File: src/hdl/fault_latch_pkg.sv
// Shared constants for the fault-protection latch.
// Assumes a single 100 MHz clock.
`default_nettype none
package fault_latch_pkg;
  localparam int CLK_MHZ = 100;
  // Dead-band times in nanoseconds, as typical figures
  localparam int OVER_TEMP_DEADBAND_NS = 5000;
  localparam int OVER_CURRENT_DEADBAND_NS = 1250;
  localparam int UNDERVOLT_DEADBAND_NS = 1410;
  // Least times, rounded up to whole cycles
  localparam int OVER_TEMP_CYCLES =
    (OVER_TEMP_DEADBAND_NS * CLK_MHZ + 999) / 1000;
  localparam int OVER_CURRENT_CYCLES =
    (OVER_CURRENT_DEADBAND_NS * CLK_MHZ + 999) / 1000;
  localparam int UNDERVOLT_CYCLES =
    (UNDERVOLT_DEADBAND_NS * CLK_MHZ + 999) / 1000;
  localparam int CNT_W = 10;
  localparam int NUM_CHANNELS = 2;
  localparam logic LATCH_RESET = 1'b0;
endpackage
`default_nettype wire

File: src/hdl/deadband_filter.sv
// Consecutive-cycle qualifier for one fault condition.
// Assumes the condition input is synchronous to clk.
`default_nettype none
module deadband_filter
#(
  parameter logic [fault_latch_pkg::CNT_W-1:0] LIMIT = 10'h001
)
(
  input  wire logic clk,
  input  wire logic rst_n,
  input  wire logic cond,
  output var  logic qualified
);
  import fault_latch_pkg::*;

  logic [CNT_W-1:0] count;

  // Count held condition; a drop restarts from zero
  always_ff @(posedge clk or negedge rst_n)
  begin
    if (!rst_n)
      count <= '0;
    else if (!cond)
      count <= '0;
    else if (count != LIMIT)
      count <= count + 1'b1;
  end

  assign qualified = cond && (count == LIMIT);
endmodule
`default_nettype wire

File: src/hdl/motor_driver_fault_latch.sv
// Fault latch: filters over-temperature, over-current and supply
// under-voltage, forces bridges off, drives open-drain fault flag.
// Assumes comparator inputs and sleep are synchronous to clk.
// Functional notes
// - Filtered over-temperature forces all outputs off
// - Filtered over-current forces outputs off, spikes ignored
// - Any channel over-current disables both channels
// - Temperature and current shutdowns stay latched
// - Latch clears on power-up or on sleep entry
// - Filtered undervoltage forces off, resets internals
// - Lockout releases when supply recovers, no host
// - Fault flag pulls low while shutdown latched
`default_nettype none
module motor_driver_fault_latch
(
  input  wire logic                                     clk,
  input  wire logic                                     rst_n,
  input  wire logic                                     overTempCmp,
  input  wire logic [fault_latch_pkg::NUM_CHANNELS-1:0] highSideOverCurrent,
  input  wire logic [fault_latch_pkg::NUM_CHANNELS-1:0] lowSideOverCurrent,
  input  wire logic                                     motorSupplyLow,
  input  wire logic                                     motorSupplyRecovered,
  input  wire logic                                     sleepMode,
  output var  logic                                     bridgeEnable,
  output var  logic                                     internalReset,
  output var  logic                                     fault_flag_out_o,
  output var  logic                                     fault_flag_out_oe
);
  import fault_latch_pkg::*;

  logic overTempQual;
  logic overCurrentQual;
  logic uvQual;
  logic anyOverCurrent;
  logic over_temp_shutdown;
  logic over_current_shutdown;
  logic supply_undervoltage_lockout;

  // Either channel, either switch, feeds one shared filter
  assign anyOverCurrent = |highSideOverCurrent | |lowSideOverCurrent;

  deadband_filter #(.LIMIT(CNT_W'(OVER_TEMP_CYCLES))) u_temp (
    .clk       (clk),
    .rst_n     (rst_n),
    .cond      (overTempCmp),
    .qualified (overTempQual)
  );
  deadband_filter #(.LIMIT(CNT_W'(OVER_CURRENT_CYCLES))) u_curr (
    .clk       (clk),
    .rst_n     (rst_n),
    .cond      (anyOverCurrent),
    .qualified (overCurrentQual)
  );
  deadband_filter #(.LIMIT(CNT_W'(UNDERVOLT_CYCLES))) u_uv (
    .clk       (clk),
    .rst_n     (rst_n),
    .cond      (motorSupplyLow),
    .qualified (uvQual)
  );

  // Lockout: set on filtered low, cleared only by recovery level
  always_ff @(posedge clk or negedge rst_n)
  begin
    if (!rst_n)
      supply_undervoltage_lockout <= LATCH_RESET;
    else if (uvQual)
      supply_undervoltage_lockout <= 1'b1;
    else if (motorSupplyRecovered)
      supply_undervoltage_lockout <= 1'b0;
  end

  // Over-temperature latch; sleep or lockout (power-up) clears it,
  // but a fresh detection wins over the clear
  always_ff @(posedge clk or negedge rst_n)
  begin
    if (!rst_n)
      over_temp_shutdown <= LATCH_RESET;
    else if (overTempQual)
      over_temp_shutdown <= 1'b1;
    else if (sleepMode || supply_undervoltage_lockout)
      over_temp_shutdown <= 1'b0;
  end

  // Over-current latch, same recovery path
  always_ff @(posedge clk or negedge rst_n)
  begin
    if (!rst_n)
      over_current_shutdown <= LATCH_RESET;
    else if (overCurrentQual)
      over_current_shutdown <= 1'b1;
    else if (sleepMode || supply_undervoltage_lockout)
      over_current_shutdown <= 1'b0;
  end

  // Bridge gating is registered so outputs never glitch
  always_ff @(posedge clk or negedge rst_n)
  begin
    if (!rst_n)
    begin
      bridgeEnable  <= 1'b0;
      internalReset <= 1'b1;
    end
    else
    begin
      bridgeEnable  <= !(over_temp_shutdown || over_current_shutdown ||
                         supply_undervoltage_lockout || sleepMode ||
                         overTempQual || overCurrentQual || uvQual);
      internalReset <= supply_undervoltage_lockout || uvQual;
    end
  end

  // Open drain: only ever drives low
  always_ff @(posedge clk or negedge rst_n)
  begin
    if (!rst_n)
      fault_flag_out_oe <= 1'b0;
    else
      fault_flag_out_oe <= over_temp_shutdown || over_current_shutdown;
  end
  assign fault_flag_out_o = 1'b0;

  // Checks
  // Run lengths kept apart from the over-current and over-temperature filters, so
  // a miscount shows as a late latch, or for over-current an early one
  logic [CNT_W-1:0] curRun;
  logic [CNT_W-1:0] tempRun;

  // Consecutive over-current cycles, held at the dead-band limit
  always_ff @(posedge clk or negedge rst_n)
  begin
    if (!rst_n)
      curRun <= '0;
    else if (!anyOverCurrent)
      curRun <= '0;
    else if (curRun != CNT_W'(OVER_CURRENT_CYCLES))
      curRun <= curRun + 1'b1;
  end

  // Consecutive over-temperature cycles, held at the limit
  always_ff @(posedge clk or negedge rst_n)
  begin
    if (!rst_n)
      tempRun <= '0;
    else if (!overTempCmp)
      tempRun <= '0;
    else if (tempRun != CNT_W'(OVER_TEMP_CYCLES))
      tempRun <= tempRun + 1'b1;
  end
endmodule
`default_nettype wire

File: config.mk
export PLATFORM = sky130hd
export DESIGN_NAME = motor_driver_fault_latch
export DESIGN_NICKNAME = d
export VERILOG_FILES = /design/src/hdl/fault_latch_pkg.sv /design/src/hdl/deadband_filter.sv /design/src/hdl/motor_driver_fault_latch.sv
export SDC_FILE = /design/constraint.sdc
export NUM_CORES = 1
export LEC_CHECK = 0
export ABC_CLOCK_PERIOD_IN_PS = 4000
export BUFFER_PORTS_ARGS = -buffer_cell sky130_fd_sc_hd__buf_2
export CAP_MARGIN = 30
export CORE_MARGIN = 1
export CORE_UTILIZATION = 59
export DETAILED_ROUTE_END_ITERATION = 7
export PLACE_DENSITY = 0.78
export SLEW_MARGIN = 10
export SYNTH_ARGS = -nofsm -noshare
export SYNTH_HDL_FRONTEND = slang
export SYNTH_SLANG_ARGS = --single-unit
File: constraint.sdc
create_clock -name clk -period 4 [get_ports clk]
set_input_delay 1 -clock clk [delete_from_list [all_inputs] [get_ports clk]]
set_output_delay 1 -clock clk [all_outputs]
set_load 0.02 [all_outputs]
* Yosys cells after proc, flatten, opt, wreduce, memory -nomap -nowiden
Cells that the tools add are included.
Word-level totals: register bits after elaboration 36, output and inout port bits 4
Operators by class: $add $sub $neg 3, eq/ne operators 9, muxes and demuxes 11, bitwise logic cells 1, reduce and logical (&&, ||, !) cells 17
Operators with widths (count):
- $mux W10 | 6
- $add A10 B1 Y10 const B | 3
- $eq A10 B7 Y1 const B | 1
- $eq A10 B8 Y1 const B | 1
- $eq A10 B9 Y1 const B | 1
- $ne A10 B7 Y1 const B | 1
- $ne A10 B8 Y1 const B | 1
- $ne A10 B9 Y1 const B | 1
- $logic_or A1 B1 Y1 | 8
- $reduce_bool A2 Y1 | 3
- $mux W1 | 5
- $ne A2 B1 Y1 const B | 2
- $reduce_or A2 Y1 | 2
- $logic_and A1 B1 Y1 | 3
- $ne A2 B2 Y1 const B | 1
- $logic_not A1 Y1 | 1
- $or A1 B1 Y1 | 1

* Longest topological paths before layout
Gate-level depths: netlist of run 1.
depth after elaboration 7, gate-level depth with buffers 5, mapped depth without buffers 5

* Modules after synthesis
Synthesis of run 1 repeated with hierarchy kept, for this count alone.
Unflattened totals: cell total of the unflattened synthesis 192, area total of the unflattened synthesis 1899.3 µm²
By module, submodules not included:
- deadband_filter at u_curr | instances 1, cells an instance 57, area an instance 565.5 µm², seq. area each 250.2 µm²
- deadband_filter at u_uv | instances 1, cells an instance 60, area an instance 561.8 µm², seq. area each 250.2 µm²
- deadband_filter at u_temp | instances 1, cells an instance 57, area an instance 541.8 µm², seq. area each 250.2 µm²
- motor_driver_fault_latch | instances 1, cells an instance 18, area an instance 230.2 µm², seq. area each 151.4 µm²

* Least setup slack after synthesis of run 1
OpenSTA, ideal clock, no wires.
path kind input -> register, start input highSideOverCurrent[1] in the netlist's numbering, end register bridgeEnable, setup time 0.104 ns, data arrival time 2.059 ns, slack 1.837 ns, stages 4, buffers on the path 1, cells stage by stage or4_1 clkbuf_1 a41o_1 a221oi_1
On the way: word-level cells in the longest chain between the ends 6
RTL lines:
- start: declaration | line motor_driver_fault_latch.sv:19 | input wire logic [fault_latch_pkg::NUM_CHANNELS-1:0] highSideOverCurrent,
- $reduce_or A2 Y1 | line motor_driver_fault_latch.sv:40 | assign anyOverCurrent = |highSideOverCurrent | |lowSideOverCurrent;
- $or A1 B1 Y1 | line motor_driver_fault_latch.sv:40
- $logic_and A1 B1 Y1 | line deadband_filter.sv:29 | assign qualified = cond && (count == LIMIT);
- $logic_or A1 B1 Y1 (2 in series) | line motor_driver_fault_latch.sv:107 | overTempQual || overCurrentQual || uvQual);
- $logic_not A1 Y1 | line motor_driver_fault_latch.sv:105 | bridgeEnable <= !(over_temp_shutdown || over_current_shutdown ||
- end signal: assignment | line motor_driver_fault_latch.sv:105
- end: declaration | line motor_driver_fault_latch.sv:24 | output var logic bridgeEnable,
Every way passes these cells. A chain may end at the register's enable or synchronous reset.

* Final worst setup path of run 1
start register internalReset, end output internalReset
RTL lines:
- start: declaration | line motor_driver_fault_latch.sv:25 | output var logic internalReset,
- start signal: assignment | line motor_driver_fault_latch.sv:108 | internalReset <= supply_undervoltage_lockout || uvQual;
No word-level cell between the ends.

==> results of run 1 <==
-- cells by family (layout without fill, tap and decap cells) --
| logic type | count (synthesis) | count (layout) | synth area share |
|---|---|---|---|
| AND/OR/NAND/NOR | 73 | 73 | 0.2269 |
| AO/OA/AOI/OAI | 57 | 57 | 0.1899 |
| flip-flops | 36 | 36 | 0.4855 |
| buffers and inverters | 16 | 32 | 0.03434 |
| adder cells (fa/ha/maj) | 6 | 6 | 0.04040 |
| multiplexers | 3 | 3 | 0.01616 |
| other | 1 | 1 | 0.002018 |
| XOR/XNOR | 1 | 1 | 0.004715 |
-- per-stage QoR --
stage          instances  hold slack, ns
2_1_floorplan        193          0.4543
3_3_place_gp         242          0.4793
3_5_place_dp         243          0.4957
4_1_cts              251          0.5240
5_1_grt              251          0.5367
6_report             251          0.5213
-- cells in the final DEF, fill, tap and decap left out, types with 2 or more instances in the layout --
cell type  count
dfrtp_1       35
nand2_1       18
o21ai_0       17
a21oi_1       15
buf_2         13
inv_1         11
nand3_1       11
or4_1          9
or3_1          8
o31ai_1        8
nand4_1        6
ha_1           6
a31oi_1        5
clkbuf_4       5
nand2b_1       4
nor4_1         3
nor2_1         3
mux2i_1        3
nor3_1         2
and3_1         2
-- cell type report --
class                      count  area [sq um]
tap                           42         52.55
multi-input combinational    141         892.1
inverter                      11         41.29
timing repair buffer          13         65.06
clock buffer                   5         37.54
clock inverter                 3         42.54
sequential                    36         902.1
fill                         241         843.3
-- routing by layer --
layer | global-route usage | share of wire | wire (um) | vias to the layer above
met3 | 0.06250 | 0.043 | 164 | 7
met1 | 0.3309 | 0.45 | 1724 | 753
met4 | 0.08844 | 0.011 | 42 | 0
met2 | 0.4138 | 0.49 | 1890 | 39
met5 | 0 | 0 | 0 | -
li1 | - | - | - | 761
-- power groups by stage --
stage / Combinational [mW] / Sequential, mW / Clock, mW
3_3_place_gp: 0.114 / 0.462 / 0
3_5_place_dp: 0.123 / 0.464 / 0
5_1_grt: 0.141 / 0.466 / 0.272
4_1_cts: 0.124 / 0.457 / 0.262
6_report: 0.123 / 0.459 / 0.257
2_1_floorplan: 0.0978 / 0.443 / 0
-- final timing paths --
| path | from | to | slack, ns | depth (start not counted) |
|---|---|---|---|---|
| max | internalReset | internalReset | 1.98 | 1 |
| min | over_temp_shutdown | fault_flag_out_oe | 0.52 | 1 |
| max reg2reg | u_uv.count[5] | bridgeEnable | 2.13 | 3 |
| min reg2reg | over_temp_shutdown | fault_flag_out_oe | 0.52 | 1 |
| max in group asynchronous | rst_n | u_temp.count[9] | 2.76 | 1 |
| min in group asynchronous | rst_n | supply_undervoltage_lockout | 0.73 | 1 |
-- flip-flops by register name, indices dropped and copies added, names as in the netlist --
| signal | cells |
|---|---|
| u_curr.count | 10 |
| u_temp.count | 10 |
| u_uv.count | 10 |
| bridgeEnable | 1 |
| fault_flag_out_oe | 1 |
| internalReset | 1 |
| over_current_shutdown | 1 |
| over_temp_shutdown | 1 |
| supply_undervoltage_lockout | 1 |
==> reports/metrics.yaml, run 1 <==
pwr:
  swShare: 0.3075
  seqPwrFrac: 0.548
  p_leak_nw: 0.8352
  power_switching_uw: 258.0
  p_clk_frac: 0.306
  power_frac_comb: 0.146
  ir_drop_v: 0.0002630
  internal_power_uw: 581.0
  power_uw: 838.9
  powerDensity_nw_per_um2: 412.6
route:
  num_vias: 1560
  drc: 0
  drtAntennaViolNets: 0
  vias_per_cell: 6.215
  firstDrtPassIters: 4
  drtIter0Drc: 138
  finalWirelength_um: 3822
  wl_per_cell_um: 15.23
critical_path:
  crit_path_end_kind: "output pin"
  critPathTopFamily: "flip-flops"
  cp-start-kind: "flip-flop"
  cpMaxStageDelayCell: "dfstp_2"
  arrival_ns: 1.02
  critical_path_class: "flip-flop to output pin"
  crit_chain: "buf_2"
  required_ns: 3.00
  crit_buf_inv: 1
  critPathMaxFanout: 1
  cpPeakStageDelay_ns: 0.53
clock_network:
  cts_resized: 0
  cts_tree: "yes"
  post_cts_buffers: 0
  path_clk_slew_ns: 0.12
  h-tree-depth: 2
  clk_path_buf_depth: 2
  postCtsHoldBufs: 0
  clk_latency_ns: 0.34
  cts_root_buf: "clkbuf_4"
  clock-sinks: 36
  numCtsBuffers: 5
synthesis:
  synth.top_cells.by_count: "dfrtp_1 (35), nand2_1 (18), o21ai_0 (17), a21oi_1 (15)"
  ys_warn_count: 0
  ys.flop_type: "dfrtp_1"
  syn_inst: 193
  async_flop_share: 1.000
  avgSynthCellArea_sq_um: 9.627
  ys_seq_area_frac: 0.4855
  synth_nets: 209
  yosys.cell_types.count: 43
  synth_area_leaders: "dfrtp_1 (47%), o21ai_0 (4.6%), a21oi_1 (4.0%)"
  yosys.area.top_type: "dfrtp_1"
  synth_edf_count: 0
  ys_ff_latch: 36
  synth.most_common_cell: "dfrtp_1"
  syn-cell-area_sq_um: 1858
  yosysTopAreaCellShare: 0.4714
timing:
  rsz0062_at_grt: "no"
  fin_ws_ns: 1.978
  max_freq_mhz: 494.5
  finalClockSkew_ns: 0.01081
  tightest_slew_ns: 0.8671
  setup_viol: 0
  post-route-min-period_ns: 2.022
  period_share: 0.5055
  setup_tns_ns: 0
  max_slew_margin: 0.4166
  hold_viol_final: 0
  finalMaxSlewViolations: 0
die:
  fp.dieH_um: 58.12
  die_w_um: 58.12
  rows: 19
  die_area_sq_um: 3377
  core_sq_um: 2877
  ios: 14
  initial_utilization: 0.6459
status:
  outcome: "complete, no violations"
placement:
  dpl.hpwl_um: 2713
  gp_congestion: 0.8127
  post-place-ws_ns: 1.682
  place_area_sq_um: 1953
  port_buffers: 12
finish:
  final_area_sq_um: 2033
  area_delta_synth_final_pct: 9.428
  utilization: 0.7068
  fin_nets: 224
  drive_gt1_frac: 0.1292
  num_antenna_cells: 0
grt:
  grtUsageTotal: 0.2534
  first_global_vias: 1517
  overflow: 0
  grt_max_degree: 37
  grt_pass1_wl_um: 6492
  antenna_found_initial: 0
job:
  maxCapViolations: 0
worst_hold_path:
  hp-class: "flip-flop to flip-flop"
No activity file was read; power rests on OpenSTA's default activity.
==> run 2: changes to the inputs <==
ABC_AREA = 1   (was unset)
ABC_CLOCK_PERIOD_IN_PS = 1900   (was 4000)
clock period = 1.9 ns   (was 4 ns; I/O delays follow)
==> run 2 against run 1 <==
Combinational power rose to 3.1 times the previous value. Core utilization down 3.9 points. Sequential share of layout area down 3.9 points. Worst hold slack worse by 0.20 ns. Die area up 10%. Critical path type unchanged. Largest power group unchanged. Highest routed layer unchanged.
==> reports/metrics.yaml, run 2 <==
status:
  outcome: "complete, no violations"  # unchanged
critical_path:
  required_ns: 1.42  # was 3.00 ns
  crit_path_end_kind: "output pin"  # unchanged
  critPathMaxFanout: 1  # unchanged
  cpPeakStageDelay_ns: 0.53  # about the same
  critical_path_class: "flip-flop to output pin"  # unchanged
  arrival_ns: 1.02  # about the same
  critPathTopFamily: "flip-flops"  # unchanged
  crit_buf_inv: 1  # unchanged
  crit_chain: "buf_2"  # unchanged
  r2r_end: "u_curr.count[4]"  # was bridgeEnable
  r2r-start: "u_curr.count[0]"  # was u_uv.count[5]
  cpMaxStageDelayCell: "dfstp_2"  # unchanged
  regToRegSetupSlack_ns: 0.54  # was 2.13 ns
  r2r_cells: 6  # was 3
  cp-start-kind: "flip-flop"  # unchanged
die:
  die_area_sq_um: 3716  # was 3377 sq um
  core_sq_um: 3337  # was 2877 sq um
  rows: 21  # was 19
  initial_utilization: 0.6145  # was 0.6459
  die_w_um: 60.96  # was 58.12 um
  ios: 14  # unchanged
  fp.dieH_um: 60.96  # was 58.12 um
synthesis:
  ys_seq_area_frac: 0.4399  # was 0.4855
  synth.most_common_cell: "nand2_1"  # was dfrtp_1
  synth_area_leaders: "dfrtp_1 (43%), nand2_1 (13%), inv_1 (7.3%)"  # was dfrtp_1 (47%), o21ai_0 (4.6%), a21oi_1 (4.0%)
  async_flop_share: 1.000  # unchanged
  yosysTopAreaCellShare: 0.4271  # was 0.4714
  avgSynthCellArea_sq_um: 7.457  # was 9.627 sq um
  synth_nets: 291  # was 209
  synth_edf_count: 0  # unchanged
  ys_ff_latch: 36  # unchanged
  ys.flop_type: "dfrtp_1"  # unchanged
  syn-cell-area_sq_um: 2051  # was 1858 sq um
  yosys.cell_types.count: 26  # was 43
  synth.top_cells.by_count: "nand2_1 (69), inv_1 (40), nor2_1 (37), dfrtp_1 (35), nand3_1 (25)"  # was dfrtp_1 (35), nand2_1 (18), o21ai_0 (17), a21oi_1 (15)
  ys_warn_count: 0  # unchanged
  yosys.area.top_type: "dfrtp_1"  # unchanged
  syn_inst: 275  # was 193
worst_hold_path:
  hold_path_end: "supply_undervoltage_lockout"  # was fault_flag_out_oe
  hp-class: "input pin to flip-flop"  # was flip-flop to flip-flop
  hp-start: "motorSupplyRecovered"  # was over_temp_shutdown
  hold_depth: 2  # was 1
placement:
  port_buffers: 12  # unchanged
  placedCellCount: 331  # was 243
  gp_congestion: 0.8193  # was 0.8127
  place_area_sq_um: 2172  # was 1953 sq um
  dpl.hpwl_um: 2824  # was 2713 um
grt:
  antenna_found_initial: 0  # unchanged
  grt_pass1_wl_um: 6106  # was 6492 um
  grt_max_degree: 33  # was 37
  grtUsageTotal: 0.2244  # was 0.2534
  overflow: 0  # unchanged
  first_global_vias: 1476  # was 1517
pwr:
  p_leak_nw: 1.124  # was 0.8352 nW
  powerDensity_nw_per_um2: 766.0  # was 412.6 nW/um^2
  ir_drop_v: 0.0005263  # was 0.0002630 V
timing:
  hold_viol_final: 0  # unchanged
  rsz0062_at_grt: "no"  # unchanged
  finalMaxSlewViolations: 0  # unchanged
  period_share: 0.7842
  max_freq_mhz: 671.1
  finalClockSkew_ns: 0.01524  # was 0.01081 ns
  setup_viol: 0  # unchanged
  setup_tns_ns: 0  # unchanged
  fin_hold_ws_ns: 0.3171  # was 0.5213 ns
  post-route-min-period_ns: 1.490
finish:
  final_cell_count_no_fill: 339  # was 251
  fin_nets: 309  # was 224
  mostFrequentLayoutCell: "nand2_1"  # was dfrtp_1
  multiInputGateArea_sq_um: 982.2  # was 892.1 sq um
  top_regs: "u_curr.count x10, u_temp.count x10, u_uv.count x10"  # unchanged
  area_delta_synth_final_pct: 8.664  # was 9.428%
  drive_gt1_frac: 0.1502  # was 0.1292
  seqCellArea_sq_um: 902.1  # unchanged
  final_area_sq_um: 2228  # was 2033 sq um
  layout_common_cells: "nand2_1 (69), inv_1 (40), nor2_1 (37)"  # was dfrtp_1 (35), nand2_1 (18), o21ai_0 (17)
  n_fill_cell: 297  # was 241
  num_antenna_cells: 0  # unchanged
route:
  vias_per_cell: 5.068  # was 6.215
  drtIter0Drc: 88  # was 138
  firstDrtPassIters: 4  # unchanged
  wl_per_cell_um: 10.98  # was 15.23 um
  finalWirelength_um: 3723  # was 3822 um
  drc: 0  # unchanged
  num_vias: 1718  # was 1560
  drtAntennaViolNets: 0  # unchanged
clock_network:
  cts_tree: "yes"  # unchanged
  clk_path_buf_depth: 2  # unchanged
  cts_resized: 0  # unchanged
  post_cts_buffers: 0  # unchanged
  postCtsHoldBufs: 1  # was 0
  path_clk_slew_ns: 0.11  # was 0.12 ns
  clock-sinks: 36  # unchanged
  clk_latency_ns: 0.34  # about the same
  h-tree-depth: 2  # unchanged
  numCtsBuffers: 5  # unchanged
  cts_root_buf: "clkbuf_4"  # unchanged
job:
  maxCapViolations: 0  # unchanged
[run 2: cell types whose count changed after synthesis, sizes merged, moves of 8 or more]
cell and delta:
or3 -8, inv +29, nand3 +15, o21ai -8, nand2 +56, or4 -10, a21oi -9, nor2 +45
[run 2: cell families after synthesis]
kind of cell,after synthesis,synth area share
AO/OA/AOI/OAI,17,0.04393
XOR/XNOR,1,0.004272
adder cells (fa/ha/maj),6,0.03661
buffers and inverters,43,0.08114
flip-flops,36,0.4399
other,1,0.001829
AND/OR/NAND/NOR,171,0.3923
[run 2: area by class of cell]
| cell class | count | share of cell area |
|---|---|---|
| clock buffers | 6 | 0.01853 |
| flip-flops and latches | 36 | 0.4048 |
| repair buffers | 14 | 0.04043 |
| multi-input cells | 196 | 0.4408 |
| inverters | 40 | 0.06738 |
| well taps | 46 | 0.02583 |
| clock inverters | 1 | 0.002246 |
[run 2: stage by stage]
stage | worst slack (ns) | utilization | power [mW]
after floorplan | 0.6666 | - | 1.243
after global placement | 0.5989 | 0.6509 | 1.329
after detailed placement | 0.5645 | 0.6509 | 1.342
after CTS | 0.3992 | 0.6678 | 1.719
after global routing | 0.3580 | 0.6678 | 1.819
final | 0.4099 | 0.6678 | 1.707
[run 2: where the power goes]
group | internal, mW | switching [mW]
clock | 0.136 | 0.242
combinational | 0.153 | 0.226
sequential | 0.848 | 0.101
[run 2: metal layers]
metal | global-route usage | up-vias | wire length (um)
met3 | 0.06397 | 5 | 133
met2 | 0.3595 | 24 | 1755
met5 | 0 | - | 0
met1 | 0.2966 | 781 | 1786
met4 | 0.06818 | 0 | 48
li1 | - | 908 | -
[run 2: worst max path at each step]
stage	startpoint	to	slack [ns]	cells past startpoint
after floorplan	u_curr.count[0]	u_curr.count[4]	0.67	6
after global placement	u_curr.count[0]	u_curr.count[4]	0.60	6
after detailed placement	u_curr.count[0]	u_curr.count[4]	0.56	6
after CTS	internalReset	internalReset	0.40	1
after global routing	internalReset	internalReset	0.36	1
final	internalReset	internalReset	0.41	1
==> run 3: changes to the inputs <==
ABC_CLOCK_PERIOD_IN_PS = 1400   (was 1900)
clock period = 1.4 ns   (was 1.9 ns; I/O delays follow)
==> run 3 against run 2 <==
Power up 44%. Sequential cell count stayed put. Via count up 2.4%. Critical path depth unchanged. Combinational power is 41% higher. Wire length grew 6.2%. Worst hold slack lost 0.12 ns.
==> reports/metrics.yaml, run 3 (synthesis results as in run 2) <==
finish:
  seqCellArea_sq_um: 902.1  # unchanged
  area_delta_synth_final_pct: 11.10  # was 8.664%
  layout_common_cells: "nand2_1 (69), inv_1 (39), nor2_1 (36)"  # was nand2_1 (69), inv_1 (40), nor2_1 (37)
  final_area_sq_um: 2278  # was 2228 sq um
  fin_nets: 311  # was 309
  top_regs: "u_curr.count x10, u_temp.count x10, u_uv.count x10"  # unchanged
  n_fill_cell: 284  # was 297
  drive_gt1_frac: 0.1689  # was 0.1502
  mostFrequentLayoutCell: "nand2_1"  # unchanged
  multiInputGateArea_sq_um: 1005  # was 982.2 sq um
  num_antenna_cells: 0  # unchanged
grt:
  first_global_vias: 1573  # was 1476
  grt_max_degree: 18  # was 33
  overflow: 0  # unchanged
  antenna_found_initial: 0  # unchanged
  grt_pass1_wl_um: 6506  # was 6106 um
  grtUsageTotal: 0.2393  # was 0.2244
placement:
  dpl.hpwl_um: 2977  # was 2824 um
  place_area_sq_um: 2175  # was 2172 sq um
  post-place-ws_ns: 0.07484  # was 0.5645 ns
  port_buffers: 12  # unchanged
  gp_congestion: 0.8457  # was 0.8193
critical_path:
  required_ns: 1.05  # was 1.42 ns
  arrival_ns: 0.99  # was 1.02 ns
  cpMaxStageDelayCell: "dfstp_2"  # unchanged
  cpPeakStageDelay_ns: 0.53  # about the same
  critPathTopFamily: "flip-flops"  # unchanged
  crit_path_end_kind: "output pin"  # unchanged
  crit_chain: "buf_4"  # was buf_2
  critical_path_class: "flip-flop to output pin"  # unchanged
  r2r_cells: 7  # was 6
  regToRegSetupSlack_ns: 0.08  # was 0.54 ns
  cp-start-kind: "flip-flop"  # unchanged
  critPathMaxFanout: 1  # unchanged
  r2r-start: "u_temp.count[0]"  # was u_curr.count[0]
  r2r_end: "u_temp.count[0]"  # was u_curr.count[4]
  crit_buf_inv: 1  # unchanged
route:
  finalWirelength_um: 3954  # was 3723 um
  drtAntennaViolNets: 0  # unchanged
  wl_per_cell_um: 11.56  # was 10.98 um
  num_vias: 1760  # was 1718
  firstDrtPassIters: 4  # unchanged
  vias_per_cell: 5.146  # was 5.068
  drtIter0Drc: 137  # was 88
  drc: 0  # unchanged
timing:
  rsz0062_at_grt: "no"  # unchanged
  finalClockSkew_ns: 0.01175  # was 0.01524 ns
  post-route-min-period_ns: 1.341
  fin_ws_ns: 0.05902  # was 0.4099 ns
  setup_tns_ns: 0  # unchanged
  hold_viol_final: 0  # unchanged
  setup_viol: 0  # unchanged
  finalMaxSlewViolations: 0  # unchanged
  max_freq_mhz: 745.7
  period_share: 0.9578
clock_network:
  cts_root_buf: "clkbuf_4"  # unchanged
  clk_path_buf_depth: 2  # unchanged
  h-tree-depth: 2  # unchanged
  path_clk_slew_ns: 0.10  # was 0.11 ns
  clock-sinks: 36  # unchanged
  numCtsBuffers: 5  # unchanged
  cts_tree: "yes"  # unchanged
  clk_latency_ns: 0.34  # about the same
die:
  initial_utilization: 0.6145  # unchanged
  die_area_sq_um: 3716  # unchanged
  rows: 21  # unchanged
  ios: 14  # unchanged
  die_w_um: 60.96  # unchanged
  core_sq_um: 3337  # unchanged
  fp.dieH_um: 60.96  # unchanged
job:
  maxCapViolations: 0  # unchanged
pwr:
  p_leak_nw: 1.138  # was 1.124 nW
  ir_drop_v: 0.0005558  # was 0.0005263 V
  powerDensity_nw_per_um2: 1081  # was 766.0 nW/um^2
worst_hold_path:
  hold_depth: 2  # unchanged
  hp-start: "motorSupplyRecovered"  # unchanged
  hp-class: "input pin to flip-flop"  # unchanged
  hold_path_end: "supply_undervoltage_lockout"  # unchanged
status:
  outcome: "complete, no violations"  # unchanged
## run 3: layer usage
metal  track usage  vias to the layer above  part of all wire
met5             0                        -                 0
met4        0.1169                        0             0.023
met3       0.05117                       11             0.036
met2        0.3893                       34              0.47
met1        0.3031                      805              0.47
li1              -                      910                 -
## run 3: through the flow
stage	util	std cells	hold slack, ns	total power, mW
floorplan	-	275	0.05441	1.687
global placement	0.6517	333	0.2803	1.804
detailed placement	0.6517	333	0.2830	1.827
CTS	0.6753	342	0.1846	2.464
global route	0.6828	342	0.1679	2.633
finish	0.6828	342	0.1929	2.463
## run 3: layout make-up
cell class                      count  share of cell area
Timing Repair Buffer               16             0.04174
Inverter                           40             0.06590
Tap cell                           46             0.02526
Sequential cell                    36              0.3959
Clock buffer                        8             0.03020
Multi-Input combinational cell    196              0.4410
## run 3: worst max-delay path by stage
| stage | startpoint | endpoint | slack, ns | depth (start not counted) |
|---|---|---|---|---|
| global placement | u_curr.count[0] | u_curr.count[4] | 0.12 | 6 |
| CTS | internalReset | internalReset | 0.02 | 1 |
| global route | u_temp.count[0] | u_temp.count[0] | 0.003 | 7 |
| detailed placement | u_curr.count[0] | u_curr.count[4] | 0.07 | 6 |
| finish | internalReset | internalReset | 0.06 | 1 |
| floorplan | u_curr.count[0] | u_curr.count[4] | 0.17 | 6 |
## run 3: where the power goes
| part | internal [mW] | switching, mW | total (mW) |
|---|---|---|---|
| sequential | 1.15 | 0.138 | 1.29 |
| clock | 0.296 | 0.344 | 0.640 |
| combinational | 0.211 | 0.323 | 0.534 |
## run 3: what timing repair did
action,4_1_cts,5_1_grt
endpoints found under the hold margin,14,0
gates resized for setup,0,6
endpoints found under the setup margin,0,8
setup buffers,0,0
hold buffers,1,0
